==> src/verilog/store_exec_pkg.sv <==
package store_exec_pkg;

   // Instruction field positions (bit 0 of the word is the MSB, so LSB-relative here)
   localparam int unsigned OPCD_MSB      = 31;
   localparam int unsigned OPCD_LSB      = 26;
   localparam int unsigned RS_MSB        = 25;
   localparam int unsigned RS_LSB        = 21;
   localparam int unsigned RA_MSB        = 20;
   localparam int unsigned RA_LSB        = 16;
   localparam int unsigned RB_MSB        = 15;
   localparam int unsigned RB_LSB        = 11;
   localparam int unsigned XO_MSB        = 10;
   localparam int unsigned XO_LSB        = 1;
   localparam int unsigned RSV_BIT       = 0;

   // Primary and extended opcodes
   localparam logic [5:0] OP_BYTE_UPD    = 6'd39;
   localparam logic [5:0] OP_HALF        = 6'd44;
   localparam logic [5:0] OP_HALF_UPD    = 6'd45;
   localparam logic [5:0] OP_EXT         = 6'd31;
   localparam logic [9:0] XO_BYTE_UPD_X  = 10'd247;
   localparam logic [9:0] XO_BYTE_X      = 10'd215;
   localparam logic [9:0] XO_HALF_REV_X  = 10'd918;
   localparam logic [9:0] XO_HALF_UPD_X  = 10'd439;
   localparam logic [9:0] XO_HALF_X      = 10'd407;

   // Protection zone codes presented by the MMU for the hit entry
   localparam logic [1:0] ZONE_NO_ACCESS = 2'b00;
   localparam logic [1:0] ZONE_READ_ONLY = 2'b01;
   localparam logic [1:0] ZONE_WRITABLE  = 2'b10;

   // Value of outputs after reset
   localparam logic [31:0] ADDR_RESET    = 32'h0000_0000;

   // Decoded store operation
   typedef struct packed {
      logic       valid;
      logic       half;       // 1: halfword, 0: byte
      logic       update;     // Base written back
      logic       indexed;    // Index register instead of displacement
      logic       reversed;   // Byte-reversed halfword
      logic       invalid;    // Invalid form (boundedly undefined)
   } store_op_t;

   // Register-file read answer
   typedef struct packed {
      logic [31:0] source;
      logic [31:0] base;
      logic [31:0] index;
   } gpr_read_t;

   // Memory write request
   typedef struct packed {
      logic [31:0] address;
      logic [15:0] data;      // data[15:8] goes to address, data[7:0] to address+1
      logic        half;
   } mem_write_t;

   // Translation/protection answer for the current address
   typedef struct packed {
      logic       tlb_hit;
      logic [1:0] zone;
   } xlate_t;

   typedef enum logic [1:0] {
      ST_IDLE  = 2'b00,
      ST_XLATE = 2'b01,
      ST_DONE  = 2'b11
   } exec_state_t;

endpackage

==> src/verilog/byte_halfword_store_exec.sv <==
// Overview of operation
// - Displacement forms sign-extend the 16-bit immediate to 32 bits.
// - Non-update forms use zero base when base field is zero.
// - Update forms always read the named base register.
// - Indexed forms add full index register contents to the base.
// - Byte stores write source bits 24..31 to the addressed byte.
// - Halfword stores write source bits 16..31 to the addressed halfword.
// - Update forms write the address back to base; others change nothing.
// - Reversed halfword puts bits 24..31 at address, 16..23 at address+1.
// - Update form with base field zero is invalid, no program exception.
// - Indexed forms with reserved bit set are invalid, no program exception.
// - Relocated store forbidden by zone raises data-storage exception, no write.
// - No-access zone blocks stores only in user mode.
// - Read-only zone blocks stores in user and privileged modes.
// - Relocated store without matching translation raises data TLB miss.
// - Primary opcodes 39, 44 and 45 are decoded.
// - Extended opcodes 247 and 215 under 31 are byte update-indexed and indexed.
// - Extended opcode 918 under 31 is reversed halfword indexed.
// - Extended opcode 439 under 31 is halfword update indexed.
// - Extended opcode 407 under 31 is halfword indexed, zero base allowed.
`timescale 1ns/1ns
`default_nettype none
module byte_halfword_store_exec
   import store_exec_pkg::*;
(
   input  wire logic        clock_i,
   input  wire logic        rst_n_i,
   input  wire logic        issue_valid_i,
   input  wire logic [31:0] instr_i,
   input  wire logic        user_mode_i,
   input  wire logic        relocate_i,
   input  wire gpr_read_t   gpr_i,
   input  wire xlate_t      xlate_i,
   input  wire logic        mem_ready_i,
   output logic             issue_ready_o,
   output logic [4:0]       source_gpr_o,
   output logic [4:0]       base_gpr_o,
   output logic [4:0]       index_gpr_o,
   output logic             xlate_req_o,
   output logic [31:0]      effective_address_o,
   output logic             mem_valid_o,
   output mem_write_t       mem_o,
   output logic             wb_valid_o,
   output logic [4:0]       wb_gpr_o,
   output logic [31:0]      wb_data_o,
   output logic             dsi_o,
   output logic             dtlb_miss_o,
   output logic             invalid_form_o,
   output logic             done_o
);

   ////////////////////////////////////////////////////////////////////////////
   // Decode

   // Shared by the issue check and the latched operation
   function automatic store_op_t decode(input logic [31:0] ins);
      store_op_t op;
      op = '0;
      case (ins[OPCD_MSB:OPCD_LSB])
         OP_BYTE_UPD: op = '{1'b1, 1'b0, 1'b1, 1'b0, 1'b0, 1'b0};
         OP_HALF:     op = '{1'b1, 1'b1, 1'b0, 1'b0, 1'b0, 1'b0};
         OP_HALF_UPD: op = '{1'b1, 1'b1, 1'b1, 1'b0, 1'b0, 1'b0};
         OP_EXT:
         begin
            case (ins[XO_MSB:XO_LSB])
               XO_BYTE_UPD_X: op = '{1'b1, 1'b0, 1'b1, 1'b1, 1'b0, 1'b0};
               XO_BYTE_X:     op = '{1'b1, 1'b0, 1'b0, 1'b1, 1'b0, 1'b0};
               XO_HALF_REV_X: op = '{1'b1, 1'b1, 1'b0, 1'b1, 1'b1, 1'b0};
               XO_HALF_UPD_X: op = '{1'b1, 1'b1, 1'b1, 1'b1, 1'b0, 1'b0};
               XO_HALF_X:     op = '{1'b1, 1'b1, 1'b0, 1'b1, 1'b0, 1'b0};
               default:       op = '0;
            endcase
            // Reserved bit set: still executed, only flagged
            op.invalid = op.valid & ins[RSV_BIT];
         end
         default: op = '0;
      endcase
      // Update with base field zero: executed as written, flagged only
      if (op.update && (ins[RA_MSB:RA_LSB] == 5'd0))
      begin
         op.invalid = 1'b1;
      end
      return op;
   endfunction

   ////////////////////////////////////////////////////////////////////////////
   // State

   exec_state_t state_r;
   store_op_t   op_r;
   logic [31:0] instr_r;
   logic [31:0] ea_nxt;
   logic [31:0] base_val;
   logic [31:0] offset_val;
   logic        blocked;
   logic        accept;
   store_op_t   dec_in;

   // Decoded once into a net; a member select on a call result is not taken everywhere
   assign dec_in        = decode(instr_i);
   assign accept        = issue_valid_i && (state_r == ST_IDLE) && dec_in.valid;
   assign issue_ready_o = (state_r == ST_IDLE);

   // Register file addresses come from the latched instruction
   assign source_gpr_o = instr_r[RS_MSB:RS_LSB];
   assign base_gpr_o   = instr_r[RA_MSB:RA_LSB];
   assign index_gpr_o  = instr_r[RB_MSB:RB_LSB];

   // Base and offset selection
   always_comb
   begin
      if (!op_r.update && (instr_r[RA_MSB:RA_LSB] == 5'd0))
      begin
         base_val = 32'h0000_0000;
      end
      else
      begin
         base_val = gpr_i.base;
      end
      if (op_r.indexed)
      begin
         offset_val = gpr_i.index;
      end
      else
      begin
         offset_val = {{16{instr_r[15]}}, instr_r[15:0]};
      end
      ea_nxt = base_val + offset_val;
   end

   // Protection check; without relocation nothing is checked
   always_comb
   begin
      blocked = 1'b0;
      if (xlate_i.zone == ZONE_READ_ONLY)
      begin
         blocked = 1'b1;
      end
      else if ((xlate_i.zone == ZONE_NO_ACCESS) && user_mode_i)
      begin
         blocked = 1'b1;
      end
   end

   // Sequencer: idle, wait for translation and memory, answer
   always_ff @(posedge clock_i or negedge rst_n_i)
   begin
      if (!rst_n_i)
      begin
         state_r <= ST_IDLE;
      end
      else
      begin
         case (state_r)
            ST_IDLE:
            begin
               if (accept)
               begin
                  state_r <= ST_XLATE;
               end
            end
            ST_XLATE:
            begin
               // Faults finish at once; a write waits for memory
               if (relocate_i && (!xlate_i.tlb_hit || blocked))
               begin
                  state_r <= ST_DONE;
               end
               else if (mem_ready_i)
               begin
                  state_r <= ST_DONE;
               end
            end
            ST_DONE: state_r <= ST_IDLE;
            default: state_r <= ST_IDLE;
         endcase
      end
   end

   // Instruction capture
   always_ff @(posedge clock_i or negedge rst_n_i)
   begin
      if (!rst_n_i)
      begin
         instr_r <= 32'h0000_0000;
         op_r    <= '0;
      end
      else if (accept)
      begin
         instr_r <= instr_i;
         op_r    <= dec_in;
      end
   end

   // Address toward the MMU is held while translating
   assign xlate_req_o         = (state_r == ST_XLATE);
   assign effective_address_o = ea_nxt;

   // Memory request and data lanes
   always_comb
   begin
      mem_valid_o    = (state_r == ST_XLATE)
                       && !(relocate_i && (!xlate_i.tlb_hit || blocked));
      mem_o.address  = ea_nxt;
      mem_o.half     = op_r.half;
      if (!op_r.half)
      begin
         mem_o.data = {gpr_i.source[7:0], 8'h00};
      end
      else if (op_r.reversed)
      begin
         mem_o.data = {gpr_i.source[7:0], gpr_i.source[15:8]};
      end
      else
      begin
         mem_o.data = gpr_i.source[15:0];
      end
   end

   // Outcome registers, pulsed in ST_DONE
   always_ff @(posedge clock_i or negedge rst_n_i)
   begin
      if (!rst_n_i)
      begin
         wb_valid_o     <= 1'b0;
         wb_gpr_o       <= 5'd0;
         wb_data_o      <= ADDR_RESET;
         dsi_o          <= 1'b0;
         dtlb_miss_o    <= 1'b0;
         invalid_form_o <= 1'b0;
         done_o         <= 1'b0;
      end
      else
      begin
         wb_valid_o     <= 1'b0;
         dsi_o          <= 1'b0;
         dtlb_miss_o    <= 1'b0;
         invalid_form_o <= 1'b0;
         done_o         <= 1'b0;
         if ((state_r == ST_XLATE) && (mem_valid_o ? mem_ready_i : 1'b1))
         begin
            done_o         <= 1'b1;
            invalid_form_o <= op_r.invalid;
            dtlb_miss_o    <= relocate_i && !xlate_i.tlb_hit;
            dsi_o          <= relocate_i && xlate_i.tlb_hit && blocked;
            // Write-back only when the store went out
            wb_valid_o     <= op_r.update && mem_valid_o;
            wb_gpr_o       <= instr_r[RA_MSB:RA_LSB];
            wb_data_o      <= ea_nxt;
         end
      end
   end

endmodule
`default_nettype wire

==> config.mk <==
export PLATFORM = sky130hd
export DESIGN_NAME = byte_halfword_store_exec
export DESIGN_NICKNAME = d
export VERILOG_FILES = /design/src/verilog/store_exec_pkg.sv /design/src/verilog/byte_halfword_store_exec.sv
export SDC_FILE = /design/constraint.sdc
export NUM_CORES = 1
export LEC_CHECK = 0
export BUFFER_PORTS_ARGS = -buffer_cell sky130_fd_sc_hd__buf_4
export CAP_MARGIN = 10
export CORE_UTILIZATION = 48
export DETAILED_ROUTE_END_ITERATION = 7
export GPL_TIMING_DRIVEN = 0
export PLACE_DENSITY_LB_ADDON = 0.3
export SYNTH_ARGS = -nofsm -noshare
export SYNTH_HDL_FRONTEND = slang
export SYNTH_SLANG_ARGS = --single-unit
export TNS_END_PERCENT = 5
==> constraint.sdc <==
create_clock -name clock_i -period 3.9 [get_ports clock_i]
set_input_delay 0.195 -clock clock_i [delete_from_list [all_inputs] [get_ports clock_i]]
set_output_delay 0.195 -clock clock_i [all_outputs]
set_load 0.01 [all_outputs]
# Yosys cells after proc, flatten, opt, wreduce, memory -nomap -nowiden
# Cells that the tools add are included.
dict set report totals {
  register_bits 75
  latch_bits 0
  rom_bits 0
  ram_bits 0
  word_cells 70
  mem_count 0
}
dict set report classes {
  mul 0
  n_mux 20
  reduce_logical 21
  eq_ne 13
  shift 0
  bitwise 1
  n_addsub 1
  n_lt_le_gt_ge 0
  n_div 0
}
# op count
set ops {}
lappend ops {{two-way mux 32 bit} 2}
lappend ops {{adder 32 bit} 1}
lappend ops {{two-way mux 16 bit} 2}
lappend ops {{case mux 6 bit (5 select lines)} 1}
lappend ops {{case mux 6 bit (4 select lines)} 1}
lappend ops {{== test 10 x 8 -> 1 bit, second input constant} 2}
lappend ops {{== test 10 x 9 -> 1 bit, second input constant} 2}
lappend ops {{== test 6 bit, second input constant} 3}
lappend ops {{logical AND 1 bit} 12}
lappend ops {{== test 10 bit, second input constant} 1}
lappend ops {{logical NOT 5 bit} 2}
lappend ops {{two-way mux 1 bit} 9}
lappend ops {{== test 6 x 5 -> 1 bit, second input constant} 1}
lappend ops {{two-way mux 2 bit} 3}
lappend ops {{two-way mux 6 bit} 1}
lappend ops {{== test 2 x 1 -> 1 bit, second input constant} 2}
lappend ops {{logical NOT 2 bit} 2}
lappend ops {{case mux 2 bit (2 select lines)} 1}
lappend ops {{logical NOT 1 bit} 3}
lappend ops {{inequality test 3 x 2 -> 1 bit, second input constant} 1}
lappend ops {{inequality test 2 x 1 -> 1 bit, second input constant} 1}
lappend ops {{AND reduction 2 bit} 1}
lappend ops {{bitwise AND 1 bit} 1}
lappend ops {{logical OR 1 bit} 1}

# Depth between registers and ports, before layout
# Gate-level depths: netlist of the first run.
dict set report logic_depth {
  word_depth 11
  ltp_mapped 15
}

# Least setup slack after synthesis of the first run
# OpenSTA, ideal clock, no wires.
dict set report synth_path {
  path_type {register -> output}
  startpoint {reg instr_r[16]}
  endpoint {out mem_o[41] (netlist bit)}
  slack_ns 0.233
  arrival_ns 3.472
  path_buffers 2
  t_required_ns 3.705
  path_stages_with_launch 15
  path_cell_list {dfrtp_1 -> nor4_1 -> nand2_1 -> clkbuf_1 -> and2_1 -> ha_1 -> fa_1 -> a21o_1 -> a221oi_4 -> o31ai_1 -> a221oi_2 -> a21oi_1 -> or3_1 -> and2_1 -> buf_4}
}
dict set report synth_between {
  elab_chain_len 4
}
# item line_no
set synth_lines {}
lappend synth_lines {{start, declared} byte_halfword_store_exec.sv:91} ;# logic [31:0] instr_r;
lappend synth_lines {{start signal, assigned} byte_halfword_store_exec.sv:190} ;# instr_r <= instr_i;
lappend synth_lines {{logical NOT 5 bit} byte_halfword_store_exec.sv:112} ;# if (!op_r.update && (instr_r[RA_MSB:RA_LSB] == 5'd0))
lappend synth_lines {{logical AND 1 bit} byte_halfword_store_exec.sv:112}
lappend synth_lines {{two-way mux 32 bit} byte_halfword_store_exec.sv:112}
lappend synth_lines {{adder 32 bit} byte_halfword_store_exec.sv:128} ;# ea_nxt = base_val + offset_val;
lappend synth_lines {{end, declared} byte_halfword_store_exec.sv:42} ;# output mem_write_t mem_o,
# No other way between the ends.

==> flow_summary.yaml, run 1 <==
finish:
  fin_nets: 1147
  area_growth_pct: 49.0
  finalInstanceArea_um2: 9040
  finish.utilization_pct: 74.3
  drive_gt1_share_pct: 48.5
  antennaDiodeCount: 0
  layoutNonFillerInstCount: 1151
floorplanning:
  pin_count: 278
  rows: 40
  coreArea_um2: 12200
  start_util_pct: 49.9
  die_w_um: 114
  die-area_um2: 13100
  dieHeight_um: 114
detailed_routing:
  num_vias: 6141
  drc_errors: 0
  ant_nets: 0
  vias_per_cell: 5.34
  wl_per_cell_um: 17.4
  dr.pass1.iters: 5
  drt_iter0_markers: 324
  wirelength_mm: 20.1
synthesis:
  yosys.area.top_type: "dfrtp_1"
  avgSynthCellArea_um2: 8.77
  synthesis.area_um2: 6070
  postSynthNetCount: 861
  syn_inst: 692
  synth_top_flop_cell: "dfrtp_1"
  ys_seq_elements: 75
  ys_seq_area_share_pct: 30.9
  ys_types: 61
  async_flop_share_pct: 100
  synth.area.top_cells: "dfrtp_1, nand2_1, mux2_2, ha_1, buf_4"
  yosys_warnings: 0
  synthDominantCellAreaShare_pct: 30.9
  synth-edff-count: 0
clocking:
  cts-root-buf: "clkbuf_16"
  h-tree-depth: 3
  clock_sinks: 75
  clk_latency_ns: 0.35
  numCtsBuffers: 9
  cts_tree: "yes"
  postCtsHoldBufs: 0
  clock_path_buffers: 2
  path_clk_slew_ns: 0.07
worst_setup_path:
  cp_max_fo: 4
  critical_path_class: "reg2out"
  crit-reg2reg-launch: "instr_r[16]"
  ff2ff_setup_slack_ns: 0.20
  r2r-end: "wb_data_o[22]"
  critPathArrivalTime_ns: 3.99
  startpoint_type: "flip-flop"
  crit_slowest_cell: "dfrtp_2"
  cpPeakStageDelay_ns: 0.45
  crit_family: "compound AO/OA/AOI/OAI gates"
  crit_chain: "nor4_4 -> nand2_2 -> buf_8 -> and2_4 -> ha_4 -> fa_2 -> a21o_1 -> a221oi_4 -> o31ai_4 -> a221oi_4 -> a21oi_2 -> or3_4 -> and2_4 -> buf_6 -> buf_6"
  path_buf_inv: 3
  cp.required_ns: 3.70
  end_kind: "primary output"
  r2r_cells: 15
power:
  vdd_drop_max_mv: 0.623
  p_sw_share_pct: 43.5
  power_frac_comb_pct: 74.8
  power_frac_seq_pct: 15.3
  p_leak_nw: 4.57
  powerDensity_nw_per_um2: 928
  power_switching_mw: 3.66
  power.total_mw: 8.39
  p_clk_share_pct: 9.8
  internal-power_mw: 4.74
timing:
  maxSlewHeadroom_pct: 33.7
  final.setup_skew_ns: 0.00600
  hold_violations: 0
  setup_violations: 27
  period_needed_ns: 4.18
  slew_viol_final: 0
  grt_setup_unrepaired: "true"
  finalWorstSetupSlack_ns: -0.284
  finalCritPeriodShare_pct: 107
  holdWs_ns: 0.00119
  clock.fmax_mhz: 239
  fin_tns_setup_ns: -3.36
  worstMarginPinSlew_ns: 0.995
global_routing:
  antenna_found_initial: 0
  overflow: 0
  grt_pass1_vias: 5779
  grt_max_degree: 76
  grt_pass1_wl_mm: 30.2
  grtUsageTotal_pct: 30.1
placed_design:
  dpl-instance-area_um2: 8240
  dp_slack_ns: -0.773
  place_hpwl_mm: 14.8
  post-place-cells: 1121
  globalplace.congestion: 0.958
  portBuffers: 261
flow_run:
  cap_violations: 0
outcome:
  outcome: "finished with violations"
  violations: "setup timing"
hold_path:
  min_path_type: "in2async"
cells in the final DEF, fill, tap and decap left out, types with 5 or more instances in the layout:
master / n
buf_4: 323
nand2_1: 138
dfrtp_1: 72
mux2_2: 40
and2_1: 34
a21oi_1: 30
o21ai_0: 25
nor2_1: 21
ha_1: 21
mux2_4: 20
inv_1: 13
xor2_1: 13
xnor2_1: 13
clkbuf_1: 12
nor3_1: 12
nand4_1: 10
buf_6: 9
nor2b_1: 9
mux2i_1: 9
clkbuf_16: 9
nand2b_1: 8
nand3_1: 7
a21o_1: 7
o211ai_1: 7
clkbuf_2: 6
a21oi_2: 6
o21a_1: 5
ha_2: 5
ha_4: 5
layout make-up:
| cell class | instances | area [um^2] |
|---|---|---|
| clock inverter | 7 | 60.1 |
| multi-input combinational | 523 | 3920 |
| clock buffer | 9 | 225 |
| inverter | 13 | 48.8 |
| fill | 968 | 3120 |
| buffer | 75 | 556 |
| timing repair buffer | 281 | 2140 |
| sequential | 75 | 1880 |
| tap | 168 | 210 |
per-layer routing:
metal  vias up  GRT usage [%]  wire length [um]
met4         0           12.6               507
met2       292           49.8              9890
met5         -              0                 0
met1      2884           38.5              8160
li1       2922              -                 -
met3        43           5.72              1520
how the worst max path moves through the flow:
stage / startpoint / end / slack (ns) / cells after the start
after global placement: instr_r[16] / mem_o[41] / -0.67 / 15
final: instr_r[16] / mem_o[41] / -0.28 / 15
after floorplan: instr_r[16] / mem_o[41] / 0.23 / 14
after detailed placement: instr_r[16] / mem_o[41] / -0.77 / 15
after global routing: instr_r[16] / mem_o[41] / -0.44 / 15
after CTS: op_r[3] / mem_o[41] / -0.27 / 15
worst reg2reg max path: stages, from the launching register on:
cell and delay [ns]:
dfrtp_2 0.45, nor4_4 0.32, nand2_2 0.18, buf_8 0.17, and2_4 0.14, ha_4 0.15
fa_2 0.34, a21o_1 0.23, a221oi_4 0.35, buf_6 0.16, or4_4 0.14, buf_4 0.11
nand3_2 0.14, a31o_2 0.27, xor2_2 0.17, mux2_2 0.27
power by group through the flow:
| stage | clock [mW] | sequential, mW | combinational [mW] |
|---|---|---|---|
| 2_1_floorplan | 0 | 1.33 | 3.25 |
| 3_3_place_gp | 0 | 1.28 | 5.58 |
| 3_5_place_dp | 0 | 1.28 | 5.66 |
| 4_1_cts | 0.834 | 1.28 | 6.08 |
| 5_1_grt | 0.863 | 1.32 | 6.70 |
| 6_report | 0.826 | 1.29 | 6.28 |
synth_stat cells, types with 2 or more instances:
master,count
nor2_1,23
nand2_1,139
o211ai_1,7
ha_1,31
o21a_1,5
buf_12,2
mux2_4,20
mux2_2,40
a221o_1,2
nand3_1,8
clkbuf_1,26
o31ai_1,4
dfrtp_1,75
nor3b_1,3
and3b_1,3
nor4_1,3
nand2b_1,8
nor3_1,12
o2111ai_1,2
nor2b_1,9
and2_1,37
buf_2,2
a21o_1,7
inv_1,13
a221oi_1,3
a211oi_1,3
a31oi_1,6
and3_1,5
mux2i_1,9
nand4_1,10
o21ai_0,28
o21bai_1,2
or3_1,2
buf_4,49
a21oi_1,37
a21boi_0,4
xnor2_1,15
xor2_1,15
repair_timing:
| action | CTS | global route |
|---|---|---|
| resized for setup | 63 | 23 |
| endpoints found under the setup margin | 62 | 40 |
| pin swaps | 25 | 15 |
| buffers inserted | 15 | 5 |
sequential cells by signal (all words and copies together) (netlist names):
name,flops
state_r,2
mem_o,1
dtlb_miss_o,1
wb_valid_o,1
done_o,1
op_r,4
wb_gpr_o,5
wb_data_o,32
dsi_o,1
invalid_form_o,1
instr_r,26
kinds of logic after synthesis:
group / after synthesis / synth area share [%]
fa+ha+maj: 32 / 6.72
simple gates: 268 / 21.0
flops: 75 / 30.9
xor+xnor: 30 / 4.33
compound gates: 124 / 13.6
mux: 69 / 13.9
buf+inv: 94 / 9.56
Note: power is estimated with default switching activity, not from simulation.
==> inputs of run 2 (changes only) <==
--- a/config.mk
+++ b/config.mk
@@ -7,6 +7,7 @@
 export LEC_CHECK = 0
 export BUFFER_PORTS_ARGS = -buffer_cell sky130_fd_sc_hd__buf_4
 export CAP_MARGIN = 10
+export CORE_MARGIN = 2
 export CORE_UTILIZATION = 48
 export DETAILED_ROUTE_END_ITERATION = 7
 export GPL_TIMING_DRIVEN = 0
==> flow_summary.yaml, run 2 (synthesized netlist as in run 1, its figures left out) <==
worst_setup_path:
  startpoint_type: "flip-flop"
  cpPeakStageDelay_ns: 0.40
  critical_path_class: "reg2out"
  crit_chain: "nor4_2 -> nand2_2 -> clkbuf_8 -> and2_4 -> ha_4 -> fa_2 -> a21o_1 -> a221oi_4 -> o31ai_4 -> a221oi_2 -> a21oi_2 -> or3_4 -> and2_4 -> buf_6 -> buf_6"
  crit-reg2reg-launch: "instr_r[16]"
  cp.required_ns: 3.70
  critPathArrivalTime_ns: 3.94
  worstSetupStartpoint: "instr_r[16]"
  crit_slowest_cell: "dfrtp_1"
  end_kind: "primary output"
  cp_max_fo: 5
finish:
  drive_gt1_share_pct: 48.2
  area_growth_pct: 47.6
  layoutNonFillerInstCount: 1150
  antennaDiodeCount: 0
  layout_common_cells: "buf_4, nand2_1, dfrtp_1"
  layout_commonest_cell: "buf_4"
  finish.utilization_pct: 71.9
  nFillCells: 977
  fin_nets: 1143
  regMostFlops: "wb_data_o"
  largest_reg_flops: 32
  reg.largest.list: "wb_data_o (32), instr_r (26), wb_gpr_o (5)"
clocking:
  clock_sinks: 75
  path_clk_slew_ns: 0.06
  cts-root-buf: "clkbuf_16"
  clock_path_buffers: 2
  clk_latency_ns: 0.35
  cts_tree: "yes"
  h-tree-depth: 3
  numCtsBuffers: 9
floorplanning:
  pin_count: 278
  dieHeight_um: 116
  die-area_um2: 13600
  die_w_um: 116
  coreArea_um2: 12500
  rows: 41
  start_util_pct: 48.7
timing:
  grt_setup_unrepaired: "true"
  slew_viol_final: 0
  hold_violations: 2
  clock.fmax_mhz: 242
  holdWs_ns: -0.00622
  finalCritPeriodShare_pct: 106
  maxSlewHeadroom_pct: 34.4
  finalWorstSetupSlack_ns: -0.239
  setup_violations: 14
  final.setup_skew_ns: 0.00973
  worstMarginPinSlew_ns: 0.984
  period_needed_ns: 4.14
placed_design:
  place_hpwl_mm: 15.6
  globalplace.congestion: 0.924
  dp_slack_ns: -0.636
  post-place-cells: 1125
  portBuffers: 261
power:
  power.total_mw: 8.39
  vdd_drop_max_mv: 0.763
  p_leak_nw: 4.57
  powerDensity_nw_per_um2: 937
detailed_routing:
  dr.pass1.iters: 5
  wirelength_mm: 20.4
  vias_per_cell: 5.32
  num_vias: 6123
  drc_errors: 0
  ant_nets: 0
  wl_per_cell_um: 17.7
  drt_iter0_markers: 329
outcome:
  violations: "hold timing, setup timing"
  outcome: "finished with violations"
global_routing:
  grt_max_degree: 76
  grt_pass1_vias: 5929
  overflow: 0
  grtUsageTotal_pct: 29.4
  antenna_found_initial: 0
  grt_pass1_wl_mm: 30.6
hold_path:
  min_path_type: "in2async"
flow_run:
  cap_violations: 0
[run 2: cell count changes in the layout (fill, tap and decap cells not counted), moves of 3 or more]
cell	change
ha_4	-3
buf_6	-5
dfrtp_2	-3
clkinvlp_4	-3
ha_1	+3
dfrtp_1	+3
xnor2_1	-3
xnor2_2	+3
[run 2: final timing paths]
kind	slack, ns	depth (start not counted)	to
worst max-delay path	-0.24	15	mem_o[41]
worst min-delay path	-0.006	1	done_o
worst max register to register	0.27	14	wb_data_o[28]
worst min register to register	0.48	2	wb_data_o[0]
max in group asynchronous	3.26	1	wb_data_o[14]
min in group clock_i	0.01	2	dtlb_miss_o
[run 2: repair_timing]
item / CTS / global route
buffers inserted: 10 / 6
pin swaps: 14 / 17
endpoints found under the setup margin: 56 / 47
endpoints found under the hold margin: 0 / 0
gates resized for setup: 50 / 32
hold buffers: 0 / 0
[run 2: power by group]
group,internal [mW],switching [mW],leakage [nW]
combinational,3.15,3.10,3.46
sequential,1.08,0.193,0.957
clock,0.501,0.364,0.148
total,4.73,3.66,4.57
[run 2: worst max-delay path, delay by kind of cell, from the launching register on]
family	cells	cell delay [ns]
compound gates	5	1.20
simple gates	5	1.12
flops	1	0.40
fa+ha+maj	2	0.50
buf+inv	3	0.39
[run 2: per-stage QoR]
stage | cell area (um^2) | setup TNS [ns] | hold slack, ns
after floorplan | 6070 | 0 | -0.101
after global placement | 8240 | -7.67 | 0.369
after detailed placement | 8240 | -7.63 | 0.369
after CTS | 8810 | -2.11 | 0.00487
after global routing | 8960 | -6.72 | 0.0206
final | 8960 | -1.15 | -0.00622
[run 2: cell type report]
cell class                 instances  area (um^2)  area share [%]
inverter                          13         48.8           0.545
sequential                        75         1880            20.9
tap                              172          215            2.40
timing repair buffer             277         2080            23.3
clock inverter                     6         72.6           0.810
clock buffer                       9          225            2.51
multi-input combinational        523         3880            43.4
buffer                            75          552            6.16
[run 2: per-layer routing]
layer / track usage [%] / vias up / routed length, um
met2: 48.6 / 294 / 9690
met1: 37.1 / 2863 / 8320
met5: 0 / - / 0
li1: - / 2917 / -
met4: 11.1 / 0 / 619
met3: 7.63 / 49 / 1760
